**src/rtl/wss_defs.vh**
```
// Register map, field positions, reset values and timing counts of the scan sequencer.
// Assumes a 125 MHz aclk and 32-bit AXI4-Lite register access.
`ifndef WSS_DEFS_VH
`define WSS_DEFS_VH

// Register byte offsets
`define WSS_CTRL_OFS      8'h00
`define WSS_RANGE_OFS     8'h04
`define WSS_STATUS_OFS    8'h08
`define WSS_IRQ_STAT_OFS  8'h0C
`define WSS_IRQ_MASK_OFS  8'h10
`define WSS_TEACH_OFS     8'h14
`define WSS_POS_OFS       8'h18

// Control fields
`define WSS_CTRL_DIR      0
`define WSS_CTRL_FREE     1
`define WSS_CTRL_FALLCLR  2
`define WSS_CTRL_TEACHMD  3
`define WSS_CTRL_RESET    32'h0000_0000

// Status fields
`define WSS_ST_GOOD       0
`define WSS_ST_FAULT      1
`define WSS_ST_BUSY       2
`define WSS_ST_HOMED      3

// Interrupt event bits
`define WSS_EV_GOOD       0
`define WSS_EV_FAULT      1
`define WSS_EV_HOMED      2
`define WSS_EV_TAUGHT     3

// Angle reset values and margins (same unit as wand position)
`define WSS_RANGE_START_RST 16'h0000
`define WSS_RANGE_END_RST   16'h0100
`define WSS_TEACH_BEYOND    16'h0020
`define WSS_DECEL_MARGIN    16'h0010

// Stall timeout: 10 ms at 8 ns
`define WSS_STALL_MS      10
`define WSS_CLK_NS        8
`define WSS_STALL_CYC     ((`WSS_STALL_MS * 1000000) / `WSS_CLK_NS)

`endif

```
**src/rtl/wss_axil_slave.v**
```verilog
// AXI4-Lite slave handshake core: takes one write and one read at a time.
// Assumes the parent decodes addresses and supplies read data combinationally.
`default_nettype none
module wss_axil_slave (
    // Clock and reset
    input  wire        aclk,
    input  wire        aresetn,
    input  wire        ce,
    // Write channels
    input  wire        awvalid,
    output wire        awready,
    input  wire [7:0]  awaddr,
    input  wire        wvalid,
    output wire        wready,
    input  wire [31:0] wdata,
    input  wire [3:0]  wstrb,
    output reg         bvalid,
    input  wire        bready,
    output reg  [1:0]  bresp,
    // Read channels
    input  wire        arvalid,
    output wire        arready,
    input  wire [7:0]  araddr,
    output reg         rvalid,
    input  wire        rready,
    output reg  [31:0] rdata,
    output reg  [1:0]  rresp,
    // Register side
    output wire        wr_en,
    output reg  [7:0]  wr_addr,
    output reg  [31:0] wr_data,
    output reg  [3:0]  wr_strb,
    output wire        rd_en,
    output wire [7:0]  rd_addr,
    input  wire [31:0] rd_data,
    input  wire        wr_ok,
    input  wire        rd_ok
);
    reg aw_have_reg;
    reg w_have_reg;

    // Address and data may arrive in either order
    assign awready = ce && !aw_have_reg && !bvalid;
    assign wready  = ce && !w_have_reg && !bvalid;
    assign wr_en   = ce && aw_have_reg && w_have_reg && !bvalid;
    assign arready = ce && !rvalid;
    assign rd_en   = arvalid && arready;
    assign rd_addr = araddr;

    always @(posedge aclk) begin
        if (!aresetn) begin
            aw_have_reg <= 1'b0;
            w_have_reg  <= 1'b0;
            wr_addr     <= 8'h00;
            wr_data     <= 32'h0000_0000;
            wr_strb     <= 4'h0;
            bvalid      <= 1'b0;
            bresp       <= 2'b00;
            rvalid      <= 1'b0;
            rdata       <= 32'h0000_0000;
            rresp       <= 2'b00;
        end else if (ce) begin
            if (awvalid && awready) begin
                aw_have_reg <= 1'b1;
                wr_addr     <= awaddr;
            end
            if (wvalid && wready) begin
                w_have_reg <= 1'b1;
                wr_data    <= wdata;
                wr_strb    <= wstrb;
            end
            if (wr_en) begin
                aw_have_reg <= 1'b0;
                w_have_reg  <= 1'b0;
                bvalid      <= 1'b1;
                bresp       <= wr_ok ? 2'b00 : 2'b10;
            end else if (bvalid && bready) begin
                bvalid <= 1'b0;
            end
            if (rd_en) begin
                rvalid <= 1'b1;
                rdata  <= rd_ok ? rd_data : 32'h0000_0000;
                rresp  <= rd_ok ? 2'b00 : 2'b10;
            end else if (rvalid && rready) begin
                rvalid <= 1'b0;
            end
        end
    end
endmodule // wss_axil_slave
`default_nettype wire

```
**src/rtl/wss_sequencer.v**
```verilog
// Wand scan cycle sequencer: homing, teach and start cycles, result relays and LEDs.
// Assumes synchronous controller inputs and a signed-free wand angle from the feedback.
// Operation
// - Home wand to backstop at power-on
// - Teach: swivel to contact, store angle
// - Teach without contact: overshoot, return, fault
// - Good on contact in range, else fault; the code also gives good on a stall in range without contact
// - Fast approach, slow before range start
// - Stall or range end: return fast
// - Drive relay and LED matching result
// - Object mode: contact between start and end
// - Free mode: pass end without contact
// - Fault output at once, then return
// - Good shown only at stop position
// - Good: good relay only; else fault relay
// - Fault when wand cannot leave stop
// - Result latched until next cycle
// - Clear at next scan or start fall
`default_nettype none
`include "wss_defs.vh"
module wss_sequencer #(
    parameter TOOL_W    = 4,
    parameter ANG_W     = 16,
    parameter STALL_CYC = `WSS_STALL_CYC
) (
    // Clock, reset, enable
    input  wire              aclk,
    input  wire              aresetn,
    input  wire              ce,
    // Controller inputs
    input  wire              start_in,
    input  wire              teach_in,
    input  wire [TOOL_W-1:0] tool_sel,
    // Wand feedback
    input  wire [ANG_W-1:0]  wand_angle,
    input  wire              wand_contact,
    input  wire              wand_at_stop,
    // Motor command
    output reg               motor_run,
    output reg               motor_dir_out,
    output reg               motor_fast,
    // Results
    output reg               good_relay,
    output reg               fault_result,
    output reg               good_led,
    output reg               fault_led,
    output wire              irq,
    // AXI4-Lite
    input  wire              s_axil_awvalid,
    output wire              s_axil_awready,
    input  wire [7:0]        s_axil_awaddr,
    input  wire              s_axil_wvalid,
    output wire              s_axil_wready,
    input  wire [31:0]       s_axil_wdata,
    input  wire [3:0]        s_axil_wstrb,
    output wire              s_axil_bvalid,
    input  wire              s_axil_bready,
    output wire [1:0]        s_axil_bresp,
    input  wire              s_axil_arvalid,
    output wire              s_axil_arready,
    input  wire [7:0]        s_axil_araddr,
    output wire              s_axil_rvalid,
    input  wire              s_axil_rready,
    output wire [31:0]       s_axil_rdata,
    output wire [1:0]        s_axil_rresp
);
    localparam NTOOL = 1 << TOOL_W;
    localparam [6:0] S_HOME = 7'b000_0001, S_IDLE = 7'b000_0010, S_LEAVE = 7'b000_0100,
                     S_FAST = 7'b000_1000, S_SCAN = 7'b001_0000, S_OVER = 7'b010_0000,
                     S_RET  = 7'b100_0000;

    reg [6:0]       state_reg;
    reg [31:0]      ctrl_reg;
    reg [ANG_W-1:0] range_start_angle;
    reg [ANG_W-1:0] range_end_angle;
    reg [ANG_W-1:0] teach_mem [0:NTOOL-1];
    reg [3:0]       irq_stat_reg;
    reg [3:0]       irq_mask_reg;
    reg [TOOL_W-1:0] tool_reg;
    reg             teaching_reg;
    reg             pend_good_reg;
    reg             homed_reg;
    reg             start_d_reg;
    reg             teach_d_reg;
    reg [31:0]      stall_cnt_reg;
    reg [ANG_W-1:0] last_angle_reg;
    reg [3:0]       ev_reg;
    integer         i;
    wire        wr_en, rd_en;
    wire [7:0]  wr_addr, rd_addr;
    wire [31:0] wr_data;
    wire [3:0]  wr_strb;
    reg  [31:0] rd_data;
    reg         rd_ok;
    wire        wr_ok = (wr_addr <= `WSS_TEACH_OFS) && (wr_addr != `WSS_STATUS_OFS);

    function [ANG_W-1:0] sat_add;
        input [ANG_W-1:0] a;
        input [ANG_W-1:0] b;
        reg   [ANG_W:0]   s;
        begin
            s = {1'b0, a} + {1'b0, b};
            sat_add = s[ANG_W] ? {ANG_W{1'b1}} : s[ANG_W-1:0];
        end
    endfunction

    function [ANG_W-1:0] sat_sub;
        input [ANG_W-1:0] a;
        input [ANG_W-1:0] b;
        begin
            sat_sub = (a > b) ? a - b : {ANG_W{1'b0}};
        end
    endfunction
    wire free_mode = ctrl_reg[`WSS_CTRL_FREE];
    wire [ANG_W-1:0] taught = teach_mem[tool_reg];
    // Teach mode: window around the learned angle; switch mode: rotary range
    wire [ANG_W-1:0] win_lo = ctrl_reg[`WSS_CTRL_TEACHMD] ?
                              sat_sub(taught, `WSS_DECEL_MARGIN) : range_start_angle;
    wire [ANG_W-1:0] win_hi = ctrl_reg[`WSS_CTRL_TEACHMD] ?
                              sat_add(taught, `WSS_DECEL_MARGIN) : range_end_angle;
    wire [ANG_W-1:0] teach_lim = sat_add(range_end_angle, `WSS_TEACH_BEYOND);
    wire start_rise = start_in && !start_d_reg;
    wire start_fall = !start_in && start_d_reg;
    wire teach_rise = teach_in && !teach_d_reg;
    // Stall is no progress in angle for the timeout; contact counts separately
    wire stalled = (stall_cnt_reg >= STALL_CYC - 1);

    always @(posedge aclk) begin
        if (!aresetn) begin
            state_reg         <= S_HOME;
            ctrl_reg          <= `WSS_CTRL_RESET;
            range_start_angle <= `WSS_RANGE_START_RST;
            range_end_angle   <= `WSS_RANGE_END_RST;
            irq_stat_reg      <= 4'h0;
            irq_mask_reg      <= 4'h0;
            tool_reg          <= {TOOL_W{1'b0}};
            teaching_reg      <= 1'b0;
            pend_good_reg     <= 1'b0;
            homed_reg         <= 1'b0;
            start_d_reg       <= 1'b0;
            teach_d_reg       <= 1'b0;
            stall_cnt_reg     <= 32'h0000_0000;
            last_angle_reg    <= {ANG_W{1'b0}};
            ev_reg            <= 4'h0;
            motor_run         <= 1'b0;
            motor_dir_out     <= 1'b0;
            motor_fast        <= 1'b0;
            good_relay        <= 1'b0;
            fault_result      <= 1'b1;
            good_led          <= 1'b0;
            fault_led         <= 1'b1;
            for (i = 0; i < NTOOL; i = i + 1)
                teach_mem[i] <= {ANG_W{1'b0}};
        end else if (ce) begin
            ev_reg <= 4'h0;
            start_d_reg <= start_in;
            teach_d_reg <= teach_in;
            last_angle_reg <= wand_angle;
            if (!motor_run || wand_angle != last_angle_reg)
                stall_cnt_reg <= 32'h0000_0000;
            else if (!stalled)
                stall_cnt_reg <= stall_cnt_reg + 32'h0000_0001;
            if (start_fall && ctrl_reg[`WSS_CTRL_FALLCLR]) begin
                good_relay   <= 1'b0;
                good_led     <= 1'b0;
                fault_result <= 1'b1;
            end
            case (state_reg)
                S_HOME: begin
                    motor_run     <= 1'b1;
                    motor_fast    <= 1'b1;
                    motor_dir_out <= ~ctrl_reg[`WSS_CTRL_DIR];
                    if (wand_at_stop || stalled) begin
                        motor_run <= 1'b0;
                        homed_reg <= 1'b1;
                        ev_reg[`WSS_EV_HOMED] <= 1'b1;
                        state_reg <= S_IDLE;
                    end
                end
                S_IDLE: begin
                    motor_run <= 1'b0;
                    // Pulses only taken here, so a running cycle ignores them
                    if (start_rise || teach_rise) begin
                        tool_reg      <= tool_sel;
                        teaching_reg  <= teach_rise && !start_rise;
                        pend_good_reg <= 1'b0;
                        if (!ctrl_reg[`WSS_CTRL_FALLCLR]) begin
                            good_relay   <= 1'b0;
                            good_led     <= 1'b0;
                            fault_result <= 1'b1;
                        end
                        fault_led    <= 1'b0;
                        motor_run     <= 1'b1;
                        motor_fast    <= 1'b1;
                        motor_dir_out <= ctrl_reg[`WSS_CTRL_DIR];
                        state_reg     <= S_LEAVE;
                    end
                end
                S_LEAVE: begin
                    if (!wand_at_stop)
                        state_reg <= teaching_reg ? S_SCAN : S_FAST;
                    else if (stalled || wand_contact) begin
                        fault_result <= 1'b1;
                        fault_led    <= 1'b1;
                        ev_reg[`WSS_EV_FAULT] <= 1'b1;
                        state_reg    <= S_RET;
                    end
                end
                S_FAST: begin
                    if (wand_contact || stalled) begin
                        fault_led <= 1'b1;
                        ev_reg[`WSS_EV_FAULT] <= 1'b1;
                        state_reg <= S_RET;
                    end else if (wand_angle >= sat_sub(win_lo, `WSS_DECEL_MARGIN)) begin
                        motor_fast <= 1'b0;
                        state_reg  <= S_SCAN;
                    end
                end
                S_SCAN: begin
                    motor_fast <= teaching_reg;
                    if (teaching_reg) begin
                        if (wand_contact) begin
                            teach_mem[tool_reg] <= wand_angle;
                            ev_reg[`WSS_EV_TAUGHT] <= 1'b1;
                            pend_good_reg <= 1'b1;
                            state_reg <= S_RET;
                        end else if (wand_angle >= teach_lim || stalled) begin
                            state_reg <= S_OVER;
                        end
                    end else if (wand_contact || stalled) begin
                        if (!free_mode && wand_angle > win_lo && wand_angle < win_hi) begin
                            pend_good_reg <= 1'b1;
                        end else begin
                            fault_led <= 1'b1;
                            ev_reg[`WSS_EV_FAULT] <= 1'b1;
                        end
                        state_reg <= S_RET;
                    end else if (wand_angle > win_hi) begin
                        if (free_mode) begin
                            pend_good_reg <= 1'b1;
                        end else begin
                            fault_led <= 1'b1;
                            ev_reg[`WSS_EV_FAULT] <= 1'b1;
                        end
                        state_reg <= S_RET;
                    end
                end
                S_OVER: begin
                    fault_led <= 1'b1;
                    ev_reg[`WSS_EV_FAULT] <= 1'b1;
                    state_reg <= S_RET;
                end
                S_RET: begin
                    motor_dir_out <= ~ctrl_reg[`WSS_CTRL_DIR];
                    motor_fast    <= 1'b1;
                    if (wand_at_stop || stalled) begin
                        motor_run <= 1'b0;
                        if (pend_good_reg && wand_at_stop) begin
                            good_relay   <= 1'b1;
                            good_led     <= 1'b1;
                            fault_result <= 1'b0;
                            fault_led    <= 1'b0;
                            ev_reg[`WSS_EV_GOOD] <= 1'b1;
                        end else begin
                            fault_led <= 1'b1;
                        end
                        state_reg <= S_IDLE;
                    end
                end
                default: state_reg <= S_HOME;
            endcase
            // Register writes; status events win over a write-one clear
            if (wr_en && wr_addr == `WSS_CTRL_OFS && wr_strb[0]) begin
                if (wr_data[`WSS_CTRL_DIR] != ctrl_reg[`WSS_CTRL_DIR] && state_reg == S_IDLE)
                    state_reg <= S_HOME; // New direction re-homes the wand when written in S_IDLE
                ctrl_reg <= {28'h000_0000, wr_data[3:0]};
            end
            if (wr_en && wr_addr == `WSS_RANGE_OFS && wr_data[15:0] < wr_data[31:16])
                {range_end_angle, range_start_angle} <= wr_data;
            if (wr_en && wr_addr == `WSS_IRQ_MASK_OFS)
                irq_mask_reg <= wr_data[3:0];
            if (wr_en && wr_addr == `WSS_TEACH_OFS)
                teach_mem[wr_data[16+TOOL_W-1:16]] <= wr_data[ANG_W-1:0];
            if (wr_en && wr_addr == `WSS_IRQ_STAT_OFS)
                irq_stat_reg <= (irq_stat_reg & ~wr_data[3:0]) | ev_reg;
            else
                irq_stat_reg <= irq_stat_reg | ev_reg;
        end
    end

    assign irq = |(irq_stat_reg & irq_mask_reg);

    always @* begin
        rd_ok   = 1'b1;
        rd_data = 32'h0000_0000;
        case (rd_addr)
            `WSS_CTRL_OFS:     rd_data = ctrl_reg;
            `WSS_RANGE_OFS:    rd_data = {range_end_angle, range_start_angle};
            `WSS_STATUS_OFS:   rd_data = {21'h00_0000, state_reg, homed_reg,
                                          state_reg != S_IDLE, fault_result, good_relay};
            `WSS_IRQ_STAT_OFS: rd_data = {28'h000_0000, irq_stat_reg};
            `WSS_IRQ_MASK_OFS: rd_data = {28'h000_0000, irq_mask_reg};
            `WSS_TEACH_OFS:    rd_data = {{(16-TOOL_W){1'b0}}, tool_reg, taught};
            `WSS_POS_OFS:      rd_data = {16'h0000, wand_angle};
            default:           rd_ok = 1'b0;
        endcase
    end

    wss_axil_slave u_bus (
        .aclk    (aclk),
        .aresetn (aresetn),
        .ce      (ce),
        .awvalid (s_axil_awvalid),
        .awready (s_axil_awready),
        .awaddr  (s_axil_awaddr),
        .wvalid  (s_axil_wvalid),
        .wready  (s_axil_wready),
        .wdata   (s_axil_wdata),
        .wstrb   (s_axil_wstrb),
        .bvalid  (s_axil_bvalid),
        .bready  (s_axil_bready),
        .bresp   (s_axil_bresp),
        .arvalid (s_axil_arvalid),
        .arready (s_axil_arready),
        .araddr  (s_axil_araddr),
        .rvalid  (s_axil_rvalid),
        .rready  (s_axil_rready),
        .rdata   (s_axil_rdata),
        .rresp   (s_axil_rresp),
        .wr_en   (wr_en),
        .wr_addr (wr_addr),
        .wr_data (wr_data),
        .wr_strb (wr_strb),
        .rd_en   (rd_en),
        .rd_addr (rd_addr),
        .rd_data (rd_data),
        .wr_ok   (wr_ok),
        .rd_ok   (rd_ok)
    );
endmodule // wss_sequencer
`default_nettype wire

```
**config.mk**
```make
export PLATFORM = sky130hd
export DESIGN_NAME = wss_sequencer
export DESIGN_NICKNAME = d
export VERILOG_FILES = /design/src/rtl/wss_axil_slave.v /design/src/rtl/wss_sequencer.v
export VERILOG_INCLUDE_DIRS = /design/src /design/src/rtl
export SDC_FILE = /design/constraint.sdc
export NUM_CORES = 1
export LEC_CHECK = 0
export BUFFER_PORTS_ARGS = -buffer_cell sky130_fd_sc_hd__buf_2
export CORE_AREA = 2 2 293 222
export DETAILED_ROUTE_END_ITERATION = 10
export DIE_AREA = 0 0 295 224
export PLACE_DENSITY = 0.61
export SLEW_MARGIN = 20
export SYNTH_ARGS = -nofsm -noshare
export SYNTH_HDL_FRONTEND = slang
export SYNTH_SLANG_ARGS = --single-unit
```
**constraint.sdc**
```tcl
create_clock -name aclk -period 9.02 [get_ports aclk]
set_input_delay 0.902 -clock aclk [delete_from_list [all_inputs] [get_ports aclk]]
set_output_delay 0.902 -clock aclk [all_outputs]
set_load 0.005 [all_outputs]
```
; Yosys cells after proc, flatten, opt, wreduce, memory -nomap -nowiden
; Memory sizes are Yosys's and may differ from the RTL's. A register that Yosys moved wholly into a read port is not among the register bits.
; Index checks and enable logic that the tools add are counted.
[word_totals]
regBits = 200
ramBits = 256
input_bits = 84
output_inout_bits = 49
wordCells = 286
mem_count = 1
[classes]
addsub = 5
n_lt_le_gt_ge = 10
n_eq_ne = 35
n_mux = 117
n_bitwise = 6
n_reduce_logical = 80
[mem_list]
columns = memory, words, width, read_ports, rd_ports_with_merged_regs, wr, line_no
row1 = teach_mem, 16, 16, 1, 1, 16, wss_sequencer.v:76  ; reg [ANG_W-1:0] teach_mem [0:NTOOL-1];
[ops]
columns = operator, count
row1 = $pmux 32 s7, 1
row2 = $mux 16, 8
row3 = $mux 32, 3
row4 = $mux 7, 13
row5 = $mux 1, 74
row6 = $pmux 7 s6, 1
row7 = $eq 8x5->1 const B, 5
row8 = $add 32x1->32 const B, 1
row9 = $ge 16x16->1, 2
row10 = $ge 32x21->1 const B, 1
row11 = $gt 16x16->1, 2
row12 = $gt 16x5->1 const B, 2
row13 = $lt 16x16->1, 2
row14 = $reduce_or 16->1, 2
row15 = $sub 16x5->16 const B, 2
row16 = $logic_and 1x1->1, 30
row17 = $eq 8x4->1 const B, 3
row18 = $reduce_and 2->1, 12
row19 = $mux 4, 5
row20 = $add 16x5->17 const B, 1
row21 = $add 16x6->17 const B, 1
row22 = $eq 8x3->1 const B, 2
row23 = $logic_not 8->1, 2
row24 = $ne 16x16->1, 1
row25 = 38 further kinds, 77

; Logic depth before layout (Yosys ltp)
; Gate-level depths: netlist of run 1.
[logic_depth]
word_depth = 11
ltp_mapped = 31
depth_no_buf = 27

; By module
; From an unflattened synthesis of run 1, not the netlist that was laid out.
[unflattened]
cells_unflattened = 2338
hier_area_um2 = 25380.6
[by_module_without_submodules]
columns = module, n_inst, cells_each, area_per_inst_um2, seq_area_each_um2
row1 = wss_sequencer, 1, 1966, 21911.0, 10149.7
row2 = wss_axil_slave, 1, 372, 3469.6, 1641.6

; Worst setup path after synthesis of run 1
; OpenSTA, ideal clock, no wires.
[synth_path]
kind = register to register
startpoint = register with a tool-made name
endpoint = register state_reg[3]
setup_ns = 0.081
arrival_time_ns = 5.941
required_ns = 8.939
slack_ns = 2.998
stages_incl_launch_ff = 30
n_path_buf = 5
period_less_slack_ns = 6.022
path_cell_list = dfxtp_1 -> buf_2 -> buf_2 -> clkbuf_1 -> mux4_2 -> a221oi_4 -> ha_1 -> nand3_2 -> a21boi_1 -> or3_4 -> buf_6 -> a22oi_1 -> ha_1 -> a31oi_1 -> or3_1 -> buf_6 -> and2_1 -> ha_1 -> nand2b_1 -> a21o_1 -> a21o_1 -> a21o_1 -> a21o_1 -> a21oi_1 -> o211ai_1 -> nand3_1 -> nand2_1 -> o21ai_0 -> o21ai_0 -> a41oi_1
[synth_rtl]
columns = item, line_no
row1 = to (signal assigned), wss_sequencer.v:201  ; state_reg <= teaching_reg ? S_SCAN : S_FAST;
row2 = to (decl), wss_sequencer.v:72  ; reg [6:0] state_reg;

==> results of run 1 <==
==> worst register-to-register path, stage by stage (launching register included) <==
cell      delay (ns)
dfxtp_4         0.73
buf_4           0.45
mux4_2          0.56
a22o_1          0.23
a221oi_4        0.38
ha_1            0.32
nand3_2         0.20
a21boi_1        0.24
or3_4           0.53
a22oi_1         0.39
ha_1            0.34
a31oi_1         0.12
or3_1           0.33
buf_4           0.21
and2_1          0.19
ha_1            0.26
nand2b_1        0.14
a21o_1          0.17
a21o_1          0.16
a21o_1          0.17
a21o_1          0.17
a21oi_1         0.15
o211ai_1        0.10
nand3_1         0.27
nand2_1         0.16
o21ai_0         0.19
o21ai_0         0.11
a41oi_1         0.21
==> worst max path at each step <==
stage | from | to | slack (ns) | cells after the start
after global routing | flop | state_reg[3]$_SDFFE_PN0P_ | 1.01 | 27
after floorplan | flop | state_reg[3]$_SDFFE_PN0P_ | 3.00 | 29
final | flop | state_reg[3]$_SDFFE_PN0P_ | 1.49 | 27
after CTS | flop | state_reg[3]$_SDFFE_PN0P_ | 1.47 | 26
after detailed placement | flop | state_reg[3]$_SDFFE_PN0P_ | 1.52 | 27
after global placement | flop | state_reg[3]$_SDFFE_PN0P_ | 1.56 | 27
==> kinds of logic (layout without fill, tap and decap cells) <==
family | count (synthesis) | count (layout)
simple gates | 713 | 713
compound gates | 615 | 615
flops | 458 | 458
buf+inv | 248 | 304
mux | 134 | 134
fa+ha+maj | 85 | 85
xor+xnor | 69 | 69
other cells | 1 | 4
==> cell usage in the layout, fill, tap and decap left out, drive strengths merged, types with 69 or more instances in the layout <==
cell,netlist,routed
dfxtp,202,202
ha,84,84
a22o,268,268
nand2,203,203
edfxtp,256,256
a21oi,69,69
buf,32,179
nor2,149,149
nor2b,124,124
==> routing by layer <==
metal | share of wire | vias to the layer above
met4 | 0.025 | 0
met2 | 0.42 | 1080
met1 | 0.45 | 10035
met3 | 0.10 | 139
met5 | 0 | -
li1 | - | 8796
==> cell type report <==
cell class | instances | area [um^2] | area share
inverters | 43 | 161 | 0.00578
repair buffers | 179 | 1050 | 0.0377
clock buffers | 67 | 1340 | 0.0478
clock inverters | 15 | 156 | 0.00560
well taps | 861 | 1080 | 0.0386
flip-flops and latches | 458 | 11700 | 0.421
multi-input cells | 1618 | 12400 | 0.444
diodes | 2 | 5.00 | 0.000179
==> power by group through the flow <==
| stage | sequential [mW] | clock (mW) | combinational (mW) |
|---|---|---|---|
| 2_1_floorplan | 2.32 | 0 | 0.227 |
| 3_3_place_gp | 2.35 | 0 | 0.334 |
| 3_5_place_dp | 2.35 | 0 | 0.342 |
| 4_1_cts | 2.31 | 1.98 | 0.343 |
| 5_1_grt | 2.31 | 2.06 | 0.378 |
| 6_report | 2.31 | 1.96 | 0.352 |
==> results by group, run 1 <==
Power and ir drop
  • Net Switching: 1.13 mW
  • Seq pwr share: 0.500
  • Clock share of power: 0.424
  • Sw Ratio: 0.244
  • LEAKAGE: a little over 10 nW
  • Peak VDD IR: ~0.15 mV
  • Int Power: approximately 3.5 mW
  • Power per cell area: 165 nW/um^2
  • Pwr Total: roughly 4.6 mW
  • Comb power frac: 0.076

Hold path
  • Min-Delay Endpoint: u_bus.wr_addr[6]$_SDFFE_PN0P_
  • Hold path cells: 2
  • Worst hold path type: reg2reg
  • Worst Hold Launch: u_bus.wr_addr[6]$_SDFFE_PN0P_

Cells and area
  • Final Cell Area: between 20,000 and 30,000 um^2
  • Share of post-route cells with drive strength above 1: 0.159
  • Layout filler cell count: 5,875
  • Final core occ: 0.442
  • Biggest register: teach_mem
  • Max FFs per register: roughly 260
  • Final Net Count: roughly 2,500
  • Area Growth Syn to Fin: 11.4%
  • Non-Filler Instances: approximately 3,200

Drt
  • DR DRC count: 0
  • Drt total wl: 83.6 mm
  • First-pass DRT Iterations: 6
  • Post-route ant nets: 0
  • 1st-iter DRT viols: 2,511
  • Routed vias: ~20,000
  • Via density: about 6.2
  • Wire length per cell: between 20 and 30 um

STA
  • Final Hold Violating Endpoints: 0
  • Fmax: between 0.1 and 0.15 GHz
  • Least-Margin Pin Slew: about 1.2 ns
  • Fin worst setup slack: 1.49 ns
  • Period utilization: 0.834
  • Fin Hold WS: about 0.47 ns
  • RSZ-0062 raised after global routing: false
  • Setup Skew: a little under 0.03 ns
  • Fin. max-slew vios: 0
  • Max_slew headroom: 0.209
  • Setup violations, final: 0
  • Setup TNS: 0 ns
  • Fin crit period: between 7 and 8 ns

CTS
  • CTS clock-pin slew for the worst setup and hold paths: 0.06 ns
  • CTS resizes: 0
  • CTS Buffer Depth: 3
  • H-tree levels: 2
  • CTS tree: done
  • Hold_buf cts: 0
  • Setup Buffers After CTS: 0
  • Clock Latency Late Sink: approximately 0.6 ns
  • CTS Root Cell: clkbuf_16
  • CTS Sinks: between 400 and 500
  • Num CTS Buffers: 47

Worst setup path
  • FF-to-FF setup slack: between 1 and 1.5 ns
  • Most common cell type on the critical path: a21o_1
  • Cell count of the worst reg-to-reg path: 27
  • Largest stage delay on the critical path: between 0.7 and 0.8 ns
  • R2r endpoint: state_reg[3]$_SDFFE_PN0P_
  • Required time of the worst setup path: between 9 and 10 ns
  • Top delay family on crit path: compound AO/OA/AOI/OAI gates
  • CP Buf/Inv Count: 2
  • Slowest-stage cell, CP: dfxtp_4
  • Crit path capture type: flop
  • Critical path class: reg2reg
  • Worst-path fanout max: 27
  • Worst setup SP type: flop
  • Arrival @ worst endpoint: between 8 and 9 ns

Place
  • Area after DPL: ~26,000 um^2
  • Port bufs: about 130
  • GPL Wtd Cong: ~0.93
  • Worst slack at placement: 1.52 ns
  • Placed cell count: 3,154
  • DP Wirelength: roughly 57 mm

Synthesis
  • Post-Synthesis Cells: approximately 2,300
  • Adder-cell share of the synthesized area: 0.0424
  • Main combinational cell family by area after synthesis: compound AO/OA/AOI/OAI gates
  • Fraction of registers with async set/reset: 0
  • Synthesized area per cell: ~11 um^2
  • Post-synth top flop: edfxtp_1
  • Simple-Gate Fraction of Synth Area: 0.144
  • Unique masters post-synth: 84
  • Most frequent cell after synthesis: a22o_1
  • Mux contribution to synthesized area: 0.0872
  • Seq/Total Area, Yosys: 0.468
  • XOR/XNOR Fraction of Synth Area: 0.0241
  • Synthesized area: approximately 25,000 um^2
  • Yosys reg bits: between 400 and 500
  • Post-synth EDFFs: between 200 and 300
  • Compound-Gate Fraction of Synth Area: 0.192
  • Post-synth top area share: 0.307
  • Synth area leader: edfxtp_1
  • Yosys warnings: 0
  • Synth top cells by count: 268 x a22o_1, 256 x edfxtp_1, 202 x dfxtp_1, 191 x nand2_1, 173 x clkbuf_1
  • Synth area leaders: edfxtp_1 31%, dfxtp_1 16%, a22o_1 9.4%

GRT
  • Pin count of the biggest net entering global routing: between 70 and 80
  • Met2 usage: 0.358
  • GRT met3 Usage: 0.0479
  • Met1 Resource Use GR: 0.377
  • Gr usage total: 0.249
  • Total gr overflow: 0
  • Initial antenna violation count: 2
  • Grt peak-use layer: met1
  • Wire length of the first global-routing pass: around 120 mm
  • Number of global-route vias before repair: ~19,000

Die
  • Die width: around 300 um
  • Core Area: 63,200 um^2
  • IO Count: ~130
  • Die ar.: between 60,000 and 70,000 um^2
  • Rows: 80
  • DIE HEIGHT: around 220 um
  • Initial Utilization: 0.397

Run status
  • Status: finished, final reports clean

Job
  • Max Cap Violations: 0
Note: power is estimated with default switching activity, not from simulation.
==> run 2, diff against run 1 <==
==> constraint.sdc (replaced) <==
create_clock -name aclk -period 7.62 [get_ports aclk]
set_input_delay 0.762 -clock aclk [delete_from_list [all_inputs] [get_ports aclk]]
set_output_delay 0.762 -clock aclk [all_outputs]
set_load 0.005 [all_outputs]
==> run 2 against run 1 <==
  * Combinational power rose by 19%
  * Setup slack got worse by 0.90 ns
  * Wire length fell by 1.3%
  * Register-to-register slack got worse by 0.90 ns
  * Count of clock-buffer cells in the layout fell by 6
  * Global-route usage fell by 0.24 points
  * Critical path type unchanged
  * Largest cell class unchanged
==> results by group, run 2 (same netlist as run 1, synthesis figures left out) <==
Cells and area
  • Area Growth Syn to Fin: 12.2%
  • Layout filler cell count: slightly below 6,000
  • Share of post-route cells with drive strength above 1: 0.165
  • Final Cell Area: between 20,000 and 30,000 um^2
  • Commonest cells after routing, fill and taps aside: 268 x a22o_1, 256 x edfxtp_1, 200 x dfxtp_1
  • Biggest register: teach_mem
  • Commonest non-fill, non-tap cell in the layout: a22o_1
  • # diodes: 0
  • Max FFs per register: around 260
  • Final Net Count: approximately 2,500
  • Non-Filler Instances: about 3,300

Die
  • Die ar.: 66,100 um^2
  • Die width: between 200 and 300 um
  • Core Area: roughly 63,000 um^2
  • DIE HEIGHT: around 220 um
  • IO Count: 133
  • Rows: 80
  • Initial Utilization: 0.397

STA
  • Setup Skew: between 0.015 and 0.02 ns
  • RSZ-0062 raised after global routing: false
  • Max_slew headroom: 0.197
  • Fin worst setup slack: between 0.5 and 0.6 ns
  • Fmax: ~0.14 GHz
  • Least-Margin Pin Slew: ~1.2 ns
  • Period utilization: 0.922
  • Final Hold Violating Endpoints: 0
  • Setup violations, final: 0
  • Fin. max-slew vios: 0
  • Setup TNS: 0 ns
  • Fin crit period: 7.03 ns

Power and ir drop
  • Sw Ratio: 0.244
  • Clock share of power: 0.433
  • LEAKAGE: between 10 and 15 nW
  • Power per cell area: 197 nW/um^2
  • Seq pwr share: 0.491
  • Int Power: around 4.2 mW
  • Peak VDD IR: around 0.13 mV
  • Net Switching: roughly 1.4 mW
  • Comb power frac: 0.075

CTS
  • CTS clock-pin slew for the worst setup and hold paths: around 0.060 ns
  • CTS Root Cell: clkbuf_16
  • CTS tree: done
  • Clock Latency Late Sink: roughly 0.6 ns
  • Num CTS Buffers: 46
  • Setup Buffers After CTS: 0
  • H-tree levels: 2
  • Hold_buf cts: 0
  • CTS Sinks: about 460
  • CTS resizes: 0
  • CTS Buffer Depth: 3

Drt
  • Drt total wl: between 80 and 90 mm
  • Post-route ant nets: 0
  • Via density: a little over 6
  • Routed vias: 19,920
  • Wire length per cell: 25.3 um
  • 1st-iter DRT viols: between 2,000 and 2,500
  • First-pass DRT Iterations: 7
  • DR DRC count: 0

Place
  • Port bufs: around 130
  • DP Wirelength: 57.3 mm
  • GPL Wtd Cong: between 0.9 and 1
  • Area after DPL: approximately 26,000 um^2
  • Placed cell count: ~3,200
  • Worst slack at placement: between 0.6 and 0.7 ns

Run status
  • Status: finished, final reports clean

Worst setup path
  • Arrival @ worst endpoint: roughly 7.5 ns
  • Largest stage delay on the critical path: 0.88 ns
  • Slowest-stage cell, CP: dfxtp_1
  • Worst-path fanout max: 15
  • Required time of the worst setup path: between 8 and 9 ns
  • Most common cell type on the critical path: a21o_1
  • Cell count of the worst reg-to-reg path: 25
  • Worst setup SP type: flop
  • FF-to-FF setup slack: 0.59 ns
  • CP Buf/Inv Count: 1
  • Critical path class: reg2reg
  • R2r endpoint: state_reg[3]$_SDFFE_PN0P_
  • Top delay family on crit path: compound AO/OA/AOI/OAI gates
  • Crit path capture type: flop

GRT
  • Initial antenna violation count: 2
  • Pin count of the biggest net entering global routing: 76
  • Total gr overflow: 0
  • Wire length of the first global-routing pass: roughly 120 mm
  • Number of global-route vias before repair: between 15,000 and 20,000
  • Gr usage total: 0.247

Hold path
  • Hold path cells: 3
  • Worst hold path type: in2reg
  • Worst Hold Launch: s_axil_wdata[6]
  • Min-Delay Endpoint: u_bus.wr_data[6]$_SDFFE_PN0P_

Job
  • Max Cap Violations: 0
-- run 2: cell count changes in the layout (fill, tap and decap cells not counted), moves of 3 or more --
cell,before,now
nor2_1,135,141
clkinv_1,3,6
clkbuf_1,13,6
bufinv_16,3,6
buf_4,48,64
nor2_2,14,8
clkinv_2,6,3
clkinvlp_4,1,6
-- run 2: cell type report --
type	count	area, um^2	share of cell area
clock inverter	25	302	0.0107
inverter	43	161	0.00574
clock buffer	61	1270	0.0452
timing repair buffer	197	1210	0.0431
multi-input combinational	1618	12400	0.440
tap	861	1080	0.0383
sequential	458	11700	0.417
-- run 2: through the flow --
step           utilization  power [mW]  hold slack (ns)
3_5_place_dp         0.419        3.19            0.460
3_3_place_gp         0.419        3.18            0.451
6_report             0.445        5.55            0.411
2_1_floorplan            -        3.01            0.437
5_1_grt              0.445        5.71            0.405
4_1_cts              0.444        5.57            0.392
-- run 2: per-layer routing --
layer  GRT usage  share of wire
met1       0.374           0.46
met4      0.0639          0.022
met3      0.0407          0.095
met5           0              0
met2       0.361           0.42
-- run 2: how the worst max path moves through the flow --
stage	startpoint	endpoint	slack, ns	cells past startpoint
5_1_grt	flop	state_reg[3]$_SDFFE_PN0P_	0.19	25
3_3_place_gp	flop	state_reg[3]$_SDFFE_PN0P_	0.66	25
2_1_floorplan	flop	state_reg[3]$_SDFFE_PN0P_	1.60	29
4_1_cts	flop	state_reg[3]$_SDFFE_PN0P_	0.61	25
6_report	flop	state_reg[3]$_SDFFE_PN0P_	0.59	25
3_5_place_dp	flop	state_reg[3]$_SDFFE_PN0P_	0.65	25
-- run 2: worst min-delay path: cells and delay by family --
kind / cells / cell delay (ns)
buf+inv: 1 / 0.09
compound gates: 1 / 0.06
simple gates: 1 / 0.04
-- run 2: power by group through the flow --
stage / Combinational (mW) / Clock (mW) / Sequential (mW)
after detailed placement: 0.408 / 0 / 2.78
after floorplan: 0.269 / 0 / 2.74
final: 0.419 / 2.40 / 2.73
after global routing: 0.451 / 2.53 / 2.73
after CTS: 0.410 / 2.44 / 2.73
after global placement: 0.401 / 0 / 2.78
